`config.mk`:
```
export PLATFORM = sky130hd
export DESIGN_NAME = dirctl_top
export DESIGN_NICKNAME = d
export VERILOG_FILES = /design/src/dirctl_pkg.sv /design/src/dirctl_top.sv /design/src/idle_timer.sv /design/src/edge_watch.sv
export SDC_FILE = /design/constraint.sdc
export NUM_CORES = 1
export LEC_CHECK = 0
export ABC_AREA = 1
export BUFFER_PORTS_ARGS = -buffer_cell sky130_fd_sc_hd__buf_2
export CAP_MARGIN = 5
export CORE_ASPECT_RATIO = 0.9
export CORE_MARGIN = 4
export CORE_UTILIZATION = 45
export CTS_BUF_LIST = sky130_fd_sc_hd__clkbuf_4 sky130_fd_sc_hd__clkbuf_8
export DETAILED_ROUTE_END_ITERATION = 8
export SLEW_MARGIN = 20
export SYNTH_ARGS = -nofsm -noshare
export SYNTH_HDL_FRONTEND = slang
export SYNTH_SLANG_ARGS = --single-unit
```
`constraint.sdc`:
```
create_clock -name clock_i -period 3.86 [get_ports clock_i]
set_input_delay 0.193 -clock clock_i [delete_from_list [all_inputs] [get_ports clock_i]]
set_output_delay 0.193 -clock clock_i [all_outputs]
set_load 0.01 [all_outputs]
```
`src/dirctl_pkg.sv`:
```
// shared constants and types for the half-duplex direction controller
package dirctl_pkg;

  // clock rate and the ten-bit idle window
  localparam int unsigned CLK_HZ = 100_000_000;
  localparam int unsigned IDLE_BITS = 10;

  // rate codes
  localparam logic [2:0] RATE_CODE_RESET = 3'h5;
  localparam int unsigned RATE_BPS [8] = '{300, 600, 1200, 2400, 4800, 9600,
                                           19200, 38400};
  localparam int CNT_W = 24;

  // selector polarities, as seen on the switch bank
  localparam logic SEL_TWO_WIRE = 1'b1;
  localparam logic SEL_MANUAL = 1'b1;
  localparam logic SEL_ECHO_ON = 1'b1;

  // idle line level of the serial wires
  localparam logic LINE_IDLE = 1'b1;

  // switch bank carried as one packed word
  typedef struct packed {
    logic [2:0] rate_code;
    logic two_wire;
    logic manual_mode;
    logic echo_on;
  } config_switch_bank_t;

  // driver control states
  typedef enum logic [1:0] {DRV_IDLE, DRV_AUTO, DRV_MANUAL} drv_state_t;

endpackage : dirctl_pkg

```
`src/dirctl_top.sv`:
```
// half-duplex rs-232 to rs-485 direction controller
// Operation
// auto mode: start bit enables driver, ten-bit idle disables
// manual mode: driver follows host rts
// rs-485 receive activity drops cts
// cts returns after ten idle bit periods
// host data during holdoff returns cts immediately
// rate code selects 300 to 38400 bit/s
// start-stop half duplex, one direction at once
// topology selector: off four-wire, on two-wire
// mode selector: off automatic, on manual
// echo selector: off disabled, on enabled, two-wire only
// configurer keeps echo off in four-wire
// rate code defaults to 5 after reset
// driver indicator equals driver enable
// receive indicator lit while host rx carries data
// ready indicator lit while out of reset
// echo passes own traffic; else rx blocked while driving
// timeouts count clock cycles, restart on edges
`timescale 1ns/1ps
`default_nettype none
module dirctl_top (
  // clock and reset
  input wire logic clock_i,
  input wire logic arst_n_i,
  // switch bank
  input wire dirctl_pkg::config_switch_bank_t config_switch_bank_i,
  input wire logic config_load_i,
  // host rs-232 side
  input wire logic host_txd_i,
  input wire logic host_rts_i,
  output logic host_rxd_o,
  output logic host_cts_o,
  // rs-485 side
  input wire logic line_rx_i,
  output logic line_tx_o,
  output logic line_drv_en_o,
  output logic line_rx_en_n_o,
  // indicators
  output logic ready_led_o,
  output logic driver_led_o,
  output logic rx_activity_led_o
);

  // latched configuration; rate defaults to 9600 bit/s
  dirctl_pkg::config_switch_bank_t cfg_reg;
  // bit period table in clock cycles
  logic [dirctl_pkg::CNT_W-1:0] bit_cycles [8];
  logic [dirctl_pkg::CNT_W-1:0] window_cycles;
  // driver state
  dirctl_pkg::drv_state_t drv_state_reg;
  logic drv_on;
  // edge detector outputs
  logic tx_fall, tx_edge, rx_edge;
  // timer signals
  logic drv_run, drv_exp, cts_run, cts_exp;
  // cts and serial output registers
  logic cts_reg;
  logic rx_busy_reg;
  logic host_rxd_reg;
  logic line_tx_reg;
  logic echo_eff;
  logic rx_pass;
  // ready flag, dark while reset is held
  logic ready_reg;

  // per-code bit period, rounded down so a window never overruns
  genvar g;
  generate
    for (g = 0; g < 8; g++) begin : g_rate
      assign bit_cycles[g] = dirctl_pkg::CNT_W'(dirctl_pkg::CLK_HZ
                             / dirctl_pkg::RATE_BPS[g]);
    end
  endgenerate

  // ten bit periods of the chosen rate
  assign window_cycles = dirctl_pkg::CNT_W'(bit_cycles[cfg_reg.rate_code]
                         * dirctl_pkg::IDLE_BITS);

  // configuration capture; reset holds factory defaults
  always_ff @(posedge clock_i or negedge arst_n_i) begin
    if (!arst_n_i) begin
      cfg_reg.rate_code <= dirctl_pkg::RATE_CODE_RESET;
      cfg_reg.two_wire <= dirctl_pkg::SEL_TWO_WIRE;
      cfg_reg.manual_mode <= ~dirctl_pkg::SEL_MANUAL;
      cfg_reg.echo_on <= ~dirctl_pkg::SEL_ECHO_ON;
    end else if (config_load_i) begin
      cfg_reg <= config_switch_bank_i;
    end
  end

  // echo only counts in two-wire operation
  assign echo_eff = (cfg_reg.echo_on == dirctl_pkg::SEL_ECHO_ON)
                    && (cfg_reg.two_wire == dirctl_pkg::SEL_TWO_WIRE);

  // line edge detectors
  edge_watch u_tx_watch (
    .clock_i(clock_i),
    .arst_n_i(arst_n_i),
    .line_i(host_txd_i),
    .fall_o(tx_fall),
    .edge_o(tx_edge)
  );

  edge_watch u_rx_watch (
    .clock_i(clock_i),
    .arst_n_i(arst_n_i),
    .line_i(line_rx_i),
    .fall_o(),
    .edge_o(rx_edge)
  );

  // driver idle timer restarts on each host data edge while in DRV_AUTO, on falling edges only otherwise
  idle_timer u_drv_timer (
    .clock_i(clock_i),
    .arst_n_i(arst_n_i),
    .limit_i(window_cycles),
    .restart_i(drv_state_reg == dirctl_pkg::DRV_AUTO ? tx_edge : tx_fall),
    .cancel_i(cfg_reg.manual_mode == dirctl_pkg::SEL_MANUAL),
    .running_o(drv_run),
    .expire_o(drv_exp)
  );

  // driver state machine
  always_ff @(posedge clock_i or negedge arst_n_i) begin
    if (!arst_n_i) begin
      drv_state_reg <= dirctl_pkg::DRV_IDLE;
    end else begin
      unique case (drv_state_reg)
        dirctl_pkg::DRV_IDLE: begin
          if (cfg_reg.manual_mode == dirctl_pkg::SEL_MANUAL) begin
            if (host_rts_i) begin
              drv_state_reg <= dirctl_pkg::DRV_MANUAL;
            end
          end else if (tx_fall && !rx_busy_reg) begin
            drv_state_reg <= dirctl_pkg::DRV_AUTO;
          end
        end
        dirctl_pkg::DRV_AUTO: begin
          // mode change or idle timeout releases the line
          if (cfg_reg.manual_mode == dirctl_pkg::SEL_MANUAL || drv_exp) begin
            drv_state_reg <= dirctl_pkg::DRV_IDLE;
          end
        end
        dirctl_pkg::DRV_MANUAL: begin
          if (!host_rts_i ||
              cfg_reg.manual_mode != dirctl_pkg::SEL_MANUAL) begin
            drv_state_reg <= dirctl_pkg::DRV_IDLE;
          end
        end
        default: begin
          drv_state_reg <= dirctl_pkg::DRV_IDLE;
        end
      endcase
    end
  end

  assign drv_on = (drv_state_reg != dirctl_pkg::DRV_IDLE);

  // cts holdoff timer: rs-485 edges restart while not driving, host falling edges cancel
  idle_timer u_cts_timer (
    .clock_i(clock_i),
    .arst_n_i(arst_n_i),
    .limit_i(window_cycles),
    .restart_i(rx_edge && !drv_on),
    .cancel_i(tx_fall),
    .running_o(cts_run),
    .expire_o(cts_exp)
  );

  // receive busy flag follows the holdoff timer
  always_ff @(posedge clock_i or negedge arst_n_i) begin
    if (!arst_n_i) begin
      rx_busy_reg <= 1'b0;
    end else if (rx_edge && !drv_on) begin
      rx_busy_reg <= 1'b1;
    end else if (tx_fall || cts_exp) begin
      rx_busy_reg <= 1'b0;
    end
  end

  // cts: off on rs-485 activity; activity wins over a same-cycle release
  always_ff @(posedge clock_i or negedge arst_n_i) begin
    if (!arst_n_i) begin
      cts_reg <= 1'b1;
    end else if (rx_edge && !drv_on) begin
      cts_reg <= 1'b0;
    end else if (cts_exp || (tx_fall && cts_run)) begin
      cts_reg <= 1'b1;
    end
  end

  // ready indicator: cleared by reset, lit from the first edge after it
  always_ff @(posedge clock_i or negedge arst_n_i) begin
    if (!arst_n_i) begin
      ready_reg <= 1'b0;
    end else begin
      ready_reg <= 1'b1;
    end
  end

  // receive path gate: blocked while driving unless echoing
  assign rx_pass = !drv_on || echo_eff;

  // registered serial outputs; idle level when not passing
  always_ff @(posedge clock_i or negedge arst_n_i) begin
    if (!arst_n_i) begin
      line_tx_reg <= dirctl_pkg::LINE_IDLE;
      host_rxd_reg <= dirctl_pkg::LINE_IDLE;
    end else begin
      line_tx_reg <= drv_on ? host_txd_i : dirctl_pkg::LINE_IDLE;
      host_rxd_reg <= rx_pass ? line_rx_i : dirctl_pkg::LINE_IDLE;
    end
  end

  // outputs
  assign line_tx_o = line_tx_reg;
  assign line_drv_en_o = drv_on;
  assign line_rx_en_n_o = !rx_pass;
  assign host_rxd_o = host_rxd_reg;
  assign host_cts_o = cts_reg;
  assign driver_led_o = drv_on;
  assign rx_activity_led_o = !host_rxd_reg;
  assign ready_led_o = ready_reg;

  // checks
  a_manual_release: assert property (@(posedge clock_i) disable iff (!arst_n_i)
    drv_state_reg == dirctl_pkg::DRV_MANUAL && !host_rts_i
    |=> !line_drv_en_o) else $error("driver stayed on after rts low");
  a_auto_start: assert property (@(posedge clock_i) disable iff (!arst_n_i)
    drv_state_reg == dirctl_pkg::DRV_IDLE && !cfg_reg.manual_mode
    && tx_fall && !rx_busy_reg |=> line_drv_en_o)
    else $error("start bit did not enable driver");
  a_auto_hold: assert property (@(posedge clock_i) disable iff (!arst_n_i)
    drv_state_reg == dirctl_pkg::DRV_AUTO && drv_run && !drv_exp
    && !cfg_reg.manual_mode |=> line_drv_en_o)
    else $error("driver dropped before idle window");
  a_cts_drop: assert property (@(posedge clock_i) disable iff (!arst_n_i)
    rx_edge && !drv_on |=> !host_cts_o)
    else $error("cts not dropped on receive activity");
  a_cts_hold: assert property (@(posedge clock_i) disable iff (!arst_n_i)
    !host_cts_o && cts_run && !tx_fall && !cts_exp |=> !host_cts_o)
    else $error("cts returned early");
  a_cts_early: assert property (@(posedge clock_i) disable iff (!arst_n_i)
    cts_run && tx_fall && !(rx_edge && !drv_on) |=> host_cts_o)
    else $error("host data did not release cts");
  a_led_driver: assert property (@(posedge clock_i) disable iff (!arst_n_i)
    driver_led_o == line_drv_en_o)
    else $error("driver indicator mismatch");
  a_rx_block: assert property (@(posedge clock_i) disable iff (!arst_n_i)
    line_drv_en_o && !echo_eff |=> host_rxd_o == dirctl_pkg::LINE_IDLE)
    else $error("receive not blocked while driving");
  a_tx_follow: assert property (@(posedge clock_i) disable iff (!arst_n_i)
    drv_on |=> line_tx_o == $past(host_txd_i))
    else $error("transmit data not forwarded");

  c_auto_frame: cover property (@(posedge clock_i) disable iff (!arst_n_i)
    drv_state_reg == dirctl_pkg::DRV_AUTO ##1 drv_exp);
  c_manual: cover property (@(posedge clock_i) disable iff (!arst_n_i)
    drv_state_reg == dirctl_pkg::DRV_MANUAL);
  c_cts_timeout: cover property (@(posedge clock_i) disable iff (!arst_n_i)
    !host_cts_o ##1 cts_exp);
  c_cts_early: cover property (@(posedge clock_i) disable iff (!arst_n_i)
    cts_run && tx_fall);

endmodule : dirctl_top
`default_nettype wire

```
`src/idle_timer.sv`:
```
// ten-bit idle timer restarted on each pulse of its restart input
`timescale 1ns/1ps
`default_nettype none
module idle_timer (
  // clock and reset
  input wire logic clock_i,
  input wire logic arst_n_i,
  // control
  input wire logic [dirctl_pkg::CNT_W-1:0] limit_i,
  input wire logic restart_i,
  input wire logic cancel_i,
  // status
  output logic running_o,
  output logic expire_o
);

  // counts down cycles of the ten-bit window
  logic [dirctl_pkg::CNT_W-1:0] count_reg;

  // count process: restart wins over cancel and expiry
  always_ff @(posedge clock_i or negedge arst_n_i) begin
    if (!arst_n_i) begin
      count_reg <= '0;
    end else if (restart_i) begin
      count_reg <= limit_i;
    end else if (cancel_i) begin
      count_reg <= '0;
    end else if (count_reg != '0) begin
      count_reg <= count_reg - 1'b1;
    end
  end

  assign running_o = (count_reg != '0);
  // one-cycle pulse when the last cycle elapses
  assign expire_o = (count_reg == {{(dirctl_pkg::CNT_W-1){1'b0}}, 1'b1})
                    && !restart_i && !cancel_i;

endmodule : idle_timer
`default_nettype wire

```
`src/edge_watch.sv`:
```
// detects a level change on a serial line sampled by the clock
`timescale 1ns/1ps
`default_nettype none
module edge_watch (
  // clock and reset
  input wire logic clock_i,
  input wire logic arst_n_i,
  // line
  input wire logic line_i,
  // result
  output logic fall_o,
  output logic edge_o
);

  // previous line level, idle after reset
  logic prev_reg;

  // remember last sample
  always_ff @(posedge clock_i or negedge arst_n_i) begin
    if (!arst_n_i) begin
      prev_reg <= dirctl_pkg::LINE_IDLE;
    end else begin
      prev_reg <= line_i;
    end
  end

  assign fall_o = prev_reg && !line_i;
  assign edge_o = prev_reg != line_i;

endmodule : edge_watch
`default_nettype wire

```
# Word level (Yosys, flattened, before mapping)
# Memory sizes are Yosys's and may differ from the RTL's.
# Cells that the tools add are included.
# word_totals
register_bits	63
latchBits	0
ram_bits	0
romBits	192
out_inout_bits	8
elab_cells	85
n_memories	1
# classes
n_addsub	2
multipliers	1
div	0
n_lt_le_gt_ge	1
eq_ne	10
n_shift	0
mux	21
n_bitwise	2
n_reduce_logical	33
# mem_list
name	depth	word_bits	read_ports	rd_clocked_by_memory_dff	write_ports	line_no	rtl
(name not given)	8	24	1	0	0	dirctl_top.sv:77	assign window_cycles = dirctl_pkg::CNT_W'(bit_cycles[cfg_reg.rate_code]
# ops
op	n
24-bit two-way mux	8
24-bit by 1-bit == test with 1-bit output, second input constant	2
24-bit nonzero test	2
24-bit by 1-bit subtractor with 24-bit output, second input constant	2
24-bit by 3-bit multiplier with 23-bit output, second input constant	1
1-bit zero test	10
2-bit two-way mux	5
1-bit logical AND	9
1-bit two-way mux	7
3-bit inequality test, second input constant	2
2-bit case mux with 3 select lines	1
2-bit nonzero test	3
3-bit nonzero test	2
1-bit logical OR	5
4-bit >= comparator, second input constant	1
3-bit inverter with 4-bit output	1
4-bit AND reduction	1
2-bit by 1-bit == test with 1-bit output, second input constant	1
2-bit == test, second input constant	1
2-bit zero test	1
1-bit inequality test	2
2-bit by 1-bit inequality test with 1-bit output, second input constant	1
2-bit inequality test, second input constant	1
1-bit inverter	1

# Depth between registers and ports, before layout
# depth
ltp_word	9
ltp_mapped	18
ltp_nobuf	18

# Modules after synthesis
# Synthesis repeated with hierarchy kept, for this count alone.
# hier_totals
hier_cells	808
hier_area_um2	5515.3
# by_module_without_submodules
module	instances	cells_each	area_per_inst_um2
idle_timer	2	247	1736.7
dirctl_top	1	306	1949.4
edge_watch	2	4	46.3

# Least setup slack after synthesis
# OpenSTA, ideal clock, no wires.
# synth_path
kind	register -> register
startpoint	register cfg_reg[3] (netlist name)
endpoint	register u_cts_timer.count_reg[18] (netlist name)
setup_time_ps	77
arrival_ps	2787
t_required_ps	3783
setup_slack_ps	995
stages_incl_launch_ff	17
path_buffers	0
period_less_slack_ps	2865
cell_sequence	dfstp_2 -> inv_2 -> ha_1 -> or2_2 -> o21ai_0 -> inv_1 -> ha_1 -> ha_1 -> a21oi_1 -> nand2_1 -> nand2_1 -> nand2_1 -> nand3_1 -> nand2_1 -> nand2_1 -> nand3_1 -> a21oi_1
# synth_via
elab_chain_cells	6
# synth_rtl
item	line_no	rtl
start: declaration	dirctl_top.sv:46	dirctl_pkg::config_switch_bank_t cfg_reg;
start signal: assignment	dirctl_top.sv:88	cfg_reg <= config_switch_bank_i;
3-bit inverter with 4-bit output (not written as such)	dirctl_top.sv:77	
memory read 8 x 24 bit	--	
24-bit two-way mux (not written as such) (2 in series)	dirctl_top.sv:77	
24-bit by 3-bit multiplier with 23-bit output	dirctl_top.sv:78	* dirctl_pkg::IDLE_BITS);
24-bit two-way mux	idle_timer.sv:24	end else if (restart_i) begin
end signal: assignment	idle_timer.sv:25	count_reg <= limit_i;
end signal: assignment	idle_timer.sv:29	count_reg <= count_reg - 1'b1;
end: declaration	idle_timer.sv:18	logic [dirctl_pkg::CNT_W-1:0] count_reg;
# No other way between the ends. The select of a mux whose other input is x is not followed.
# A chain may end at the register's enable or synchronous reset.

# Final worst setup path
# layout_path
startpoint	register cfg_reg[3] (netlist name)
endpoint	register u_drv_timer.count_reg[18] (netlist name)
# layout_via
elab_chain_cells	6
# layout_rtl
item	line_no
3-bit inverter with 4-bit output (not written as such)	dirctl_top.sv:77
memory read 8 x 24 bit	--
24-bit two-way mux (not written as such) (2 in series)	dirctl_top.sv:77
24-bit by 3-bit multiplier with 23-bit output	dirctl_top.sv:78
24-bit two-way mux	idle_timer.sv:24
end signal: assignment	idle_timer.sv:25
end signal: assignment	idle_timer.sv:29
end: declaration	idle_timer.sv:18
# No other way between the ends. The select of a mux whose other input is x is not followed.

==> metrics.md <==
| Metric | Value |
|---|---|
| Unrepaired setup endpoints after global routing | `no` |
| Tot Pwr | `approximately 3.8 mW` |
| Gr usage total | `a little over a fifth` |
| Fillers | `approximately 1.2k` |
| Antenna violations before repair | `0` |
| Gate Count Post-Synth | `764` |
| Startpoint types | `register` |
| Die H | `between 100 and 150 um` |
| Post-synthesis sequential area ratio | `approximately 30%` |
| Final Cycle Share | `between 80% and 90%` |
| Routability cong. | `0.907` |
| I/O pin total | `20` |
| Count of unique library cells instantiated by Yosys | `50` |
| CP cell instances | `inv_2 -> ha_1 -> or2_2 -> o21ai_0 -> inv_1 -> ha_1 -> ha_1 -> a21oi_1 -> nand2_1 -> nand2_1 -> nand2_1 -> nand3_1 -> nand2_1 -> nand2_1 -> nand3_1 -> a21oi_1` |
| CP most frequent cell | `nand2_1` |
| Post-synth top area cell | `dfrtp_1` |
| Synth Register Bits | `between 60 and 70` |
| CP max FO | `8` |
| Relative slew slack | `between 50% and 60%` |
| Post-cts repair resize count | `0` |
| Run status | `complete, no violations` |
| Final nets | `837` |
| Post-DP HPWL | `around 11 mm` |
| Largest net degree at the start of global routing | `35` |
| Final Max Tran Viols | `0` |
| Worst EP arrival | `~3.6 ns` |
| Pwr dens | `around 650 mW/mm2` |
| Synth Cell Area | `0.00533 mm2` |
| WP data required | `roughly 4.1 ns` |
| Proportion of layout cells with a drive suffix above 1 | `between 10% and 20%` |
| Post-synth EDFFs | `0` |
| CP Capture Type | `register` |
| Min Hold Slack | `roughly 0.043 ns` |
| Hold WC Path Type | `in2reg` |
| Cells after DPL | `between 900 and 1k` |
| Synth warn | `0` |
| H-Tree Depth | `3` |
| DR iter-0 viols | `slightly below 400` |
| Worst clock skew | `0.00986 ns` |
| Max cap viols | `0` |
| DRT Wirelength | `about 14 mm` |
| Antenna Nets Post-Route | `0` |
| CP bufs+invs | `2` |
| Setup TNS | `0 ns` |
| Pre-antenna DRT Iters | `6` |
| Final setup violation count | `0` |
| Die width | `123 um` |
| DR vias | `5083` |
| Worst vdd ir | `223 uV` |
| Number of global-route vias before repair | `around 4.8k` |
| Overflow after GRT | `0` |
| CTS buffer count | `9` |
| Clock tree from TritonCTS | `done` |
| Async SR Flop Fraction | `100%` |
| Die Footprint | `0.0136 mm2` |
| Fmax | `0.305 GHz` |
| Setup Crit Path Kind | `reg2reg` |
| Clock Pin Slew Worst Setup and Hold Paths | `roughly 0.080 ns` |
| Most used DFF post-synth | `dfrtp_1` |
| Num rows | `37` |
| Residual DRC | `0` |
| Top post-synthesis cells by area | `dfrtp_1 (26%), nand2_1 (12%), ha_1 (9.4%), nor2_1 (6.6%), a21oi_1 (6.0%)` |
| Cell family with most CP delay | `adder cells` |
| Worst path max stage delay | `0.62 ns` |
| Non-filler instance count after layout | `945` |
| Fin. Hold Viols | `0` |
| CTS max path bufs | `2` |
| Initial Utilization | `46.2%` |
| Slew @ Worst Pin | `0.715 ns` |
| Post-DR wirelength/cell | `about 15 um` |
| Slowest-stage cell, CP | `dfstp_2` |
| Layout area overhead | `8.06%` |
| Vias per cell | `between 5 and 6` |
| P_leak | `2.84 nW` |
| Clk Latency, worst-skew pair | `between 0.3 and 0.4 ns` |
| Ant diodes | `0` |
| Core box area | `0.0115 mm2` |
| Syn Nets | `between 800 and 900` |
| Clock root cell | `clkbuf_8` |
| First-pass GRT wire length | `23.8 mm` |
| Share of the synthesized area in the top cell type | `between 20% and 30%` |
| Period minus WS final | `about 3.3 ns` |
| Sink Count | `63` |
| I/O Buffers | `19` |
| Syn_area_per_cell | `roughly 7 um2` |
## stage by stage
stage,area (um2),worst slack (ns),util (%)
finish,5760,0.584,49.9
global route,5760,0.279,49.9
CTS,5760,0.584,49.9
detailed placement,5530,0.632,47.9
global placement,5530,0.705,47.9
floorplan,5330,0.995,-
## final timing paths
kind,startpoint,endpoint,slack [ns],cells past startpoint
setup / recovery,cfg_reg[3],u_drv_timer.count_reg[18],0.58,16
hold / removal,config_switch_bank_i[4],cfg_reg[4],0.04,3
setup reg to reg,cfg_reg[3],u_drv_timer.count_reg[18],0.58,16
hold reg to reg,host_cts_o,host_cts_o,0.47,2
max in group asynchronous,arst_n_i,u_rx_watch.prev_reg,2.47,3
min in group asynchronous,arst_n_i,cfg_reg[4],0.43,2
## worst reg2reg max path, cell delays in order (launching register included)
cell and delay, ns:
dfstp_2 0.62, inv_2 0.12, ha_1 0.32, or2_2 0.29, o21ai_0 0.12, inv_1 0.07, ha_1 0.28, ha_1 0.37
a21oi_1 0.19, nand2_1 0.12, nand2_1 0.08, nand2_1 0.10, nand3_1 0.11, nand2_1 0.06, nand2_1 0.08, nand3_1 0.12
a21oi_1 0.16
## cell type report
class	instances	area [um2]	area share, %
Multi-Input combinational cell	593	3290	57.1
Clock buffer	10	131	2.28
Timing Repair Buffer	23	133	2.30
Clock inverter	6	70.1	1.22
Sequential cell	63	1590	27.6
Tap cell	156	195	3.39
Inverter	94	355	6.17
## repair_timing
action | CTS | global route
setup buffers | 0 | 0
endpoints found under the hold margin | 29 | 0
hold buffers | 3 | 0
## Yosys cell counts, types with 6 or more instances
| cell | n |
|---|---|
| dfstp_2 | 8 |
| nor3_1 | 7 |
| nor2_2 | 14 |
| nor2_1 | 93 |
| xnor2_1 | 7 |
| nor2_4 | 6 |
| o21ai_0 | 30 |
| inv_2 | 9 |
| ha_1 | 40 |
| nand4_1 | 9 |
| nand3_1 | 58 |
| nand3b_1 | 14 |
| nand2_1 | 171 |
| a21oi_1 | 64 |
| o21ai_1 | 12 |
| or2_2 | 9 |
| nand2_2 | 6 |
| dfrtp_1 | 55 |
| xor2_1 | 11 |
| inv_1 | 83 |
## power breakdown
| group | switching [mW] | internal (mW) |
|---|---|---|
| clock | 0.298 | 0.310 |
| sequential | 0.239 | 0.899 |
| combinational | 1.32 | 0.703 |
## routing by layer
layer  part of all wire (%)  GRT usage (%)  vias up
met1                     48           31.4     2375
li1                       -              -     2540
met5                      0              0        -
met4                    3.3           8.58        0
met2                     43           33.2      141
met3                    4.8           3.06       27
## cells by family after synthesis
kind of cell,count (synthesis),share of synthesized area (%)
DFF,63,29.8
other,1,0.0704
AOI/OAI and AO/OA,125,12.8
muxes,3,0.611
buffers and inverters,108,8.55
adders and majority gates,41,9.77
xor gates and xnor gates,18,2.96
and+or+nand+nor,405,35.5
## cells in the final DEF, fill, tap and decap left out, types with 3 or more instances in the layout
master / n
clkinv_4: 3
nor3_2: 4
and2_1: 3
buf_2: 19
nand4_1: 9
nor2_4: 6
dlygate4sd3_1: 3
inv_2: 9
nand3b_1: 14
clkbuf_8: 9
dfstp_2: 8
nand2_2: 6
inv_1: 83
a21oi_1: 64
or2_2: 9
dfrtp_1: 55
a32oi_1: 4
o21ai_0: 30
nor3_1: 7
xor2_1: 11
ha_1: 40
xnor2_1: 7
nor2_2: 14
nand2_1: 171
nand3_1: 58
o21ai_1: 12
nor2_1: 93
(Power assumes the default switching activity.)
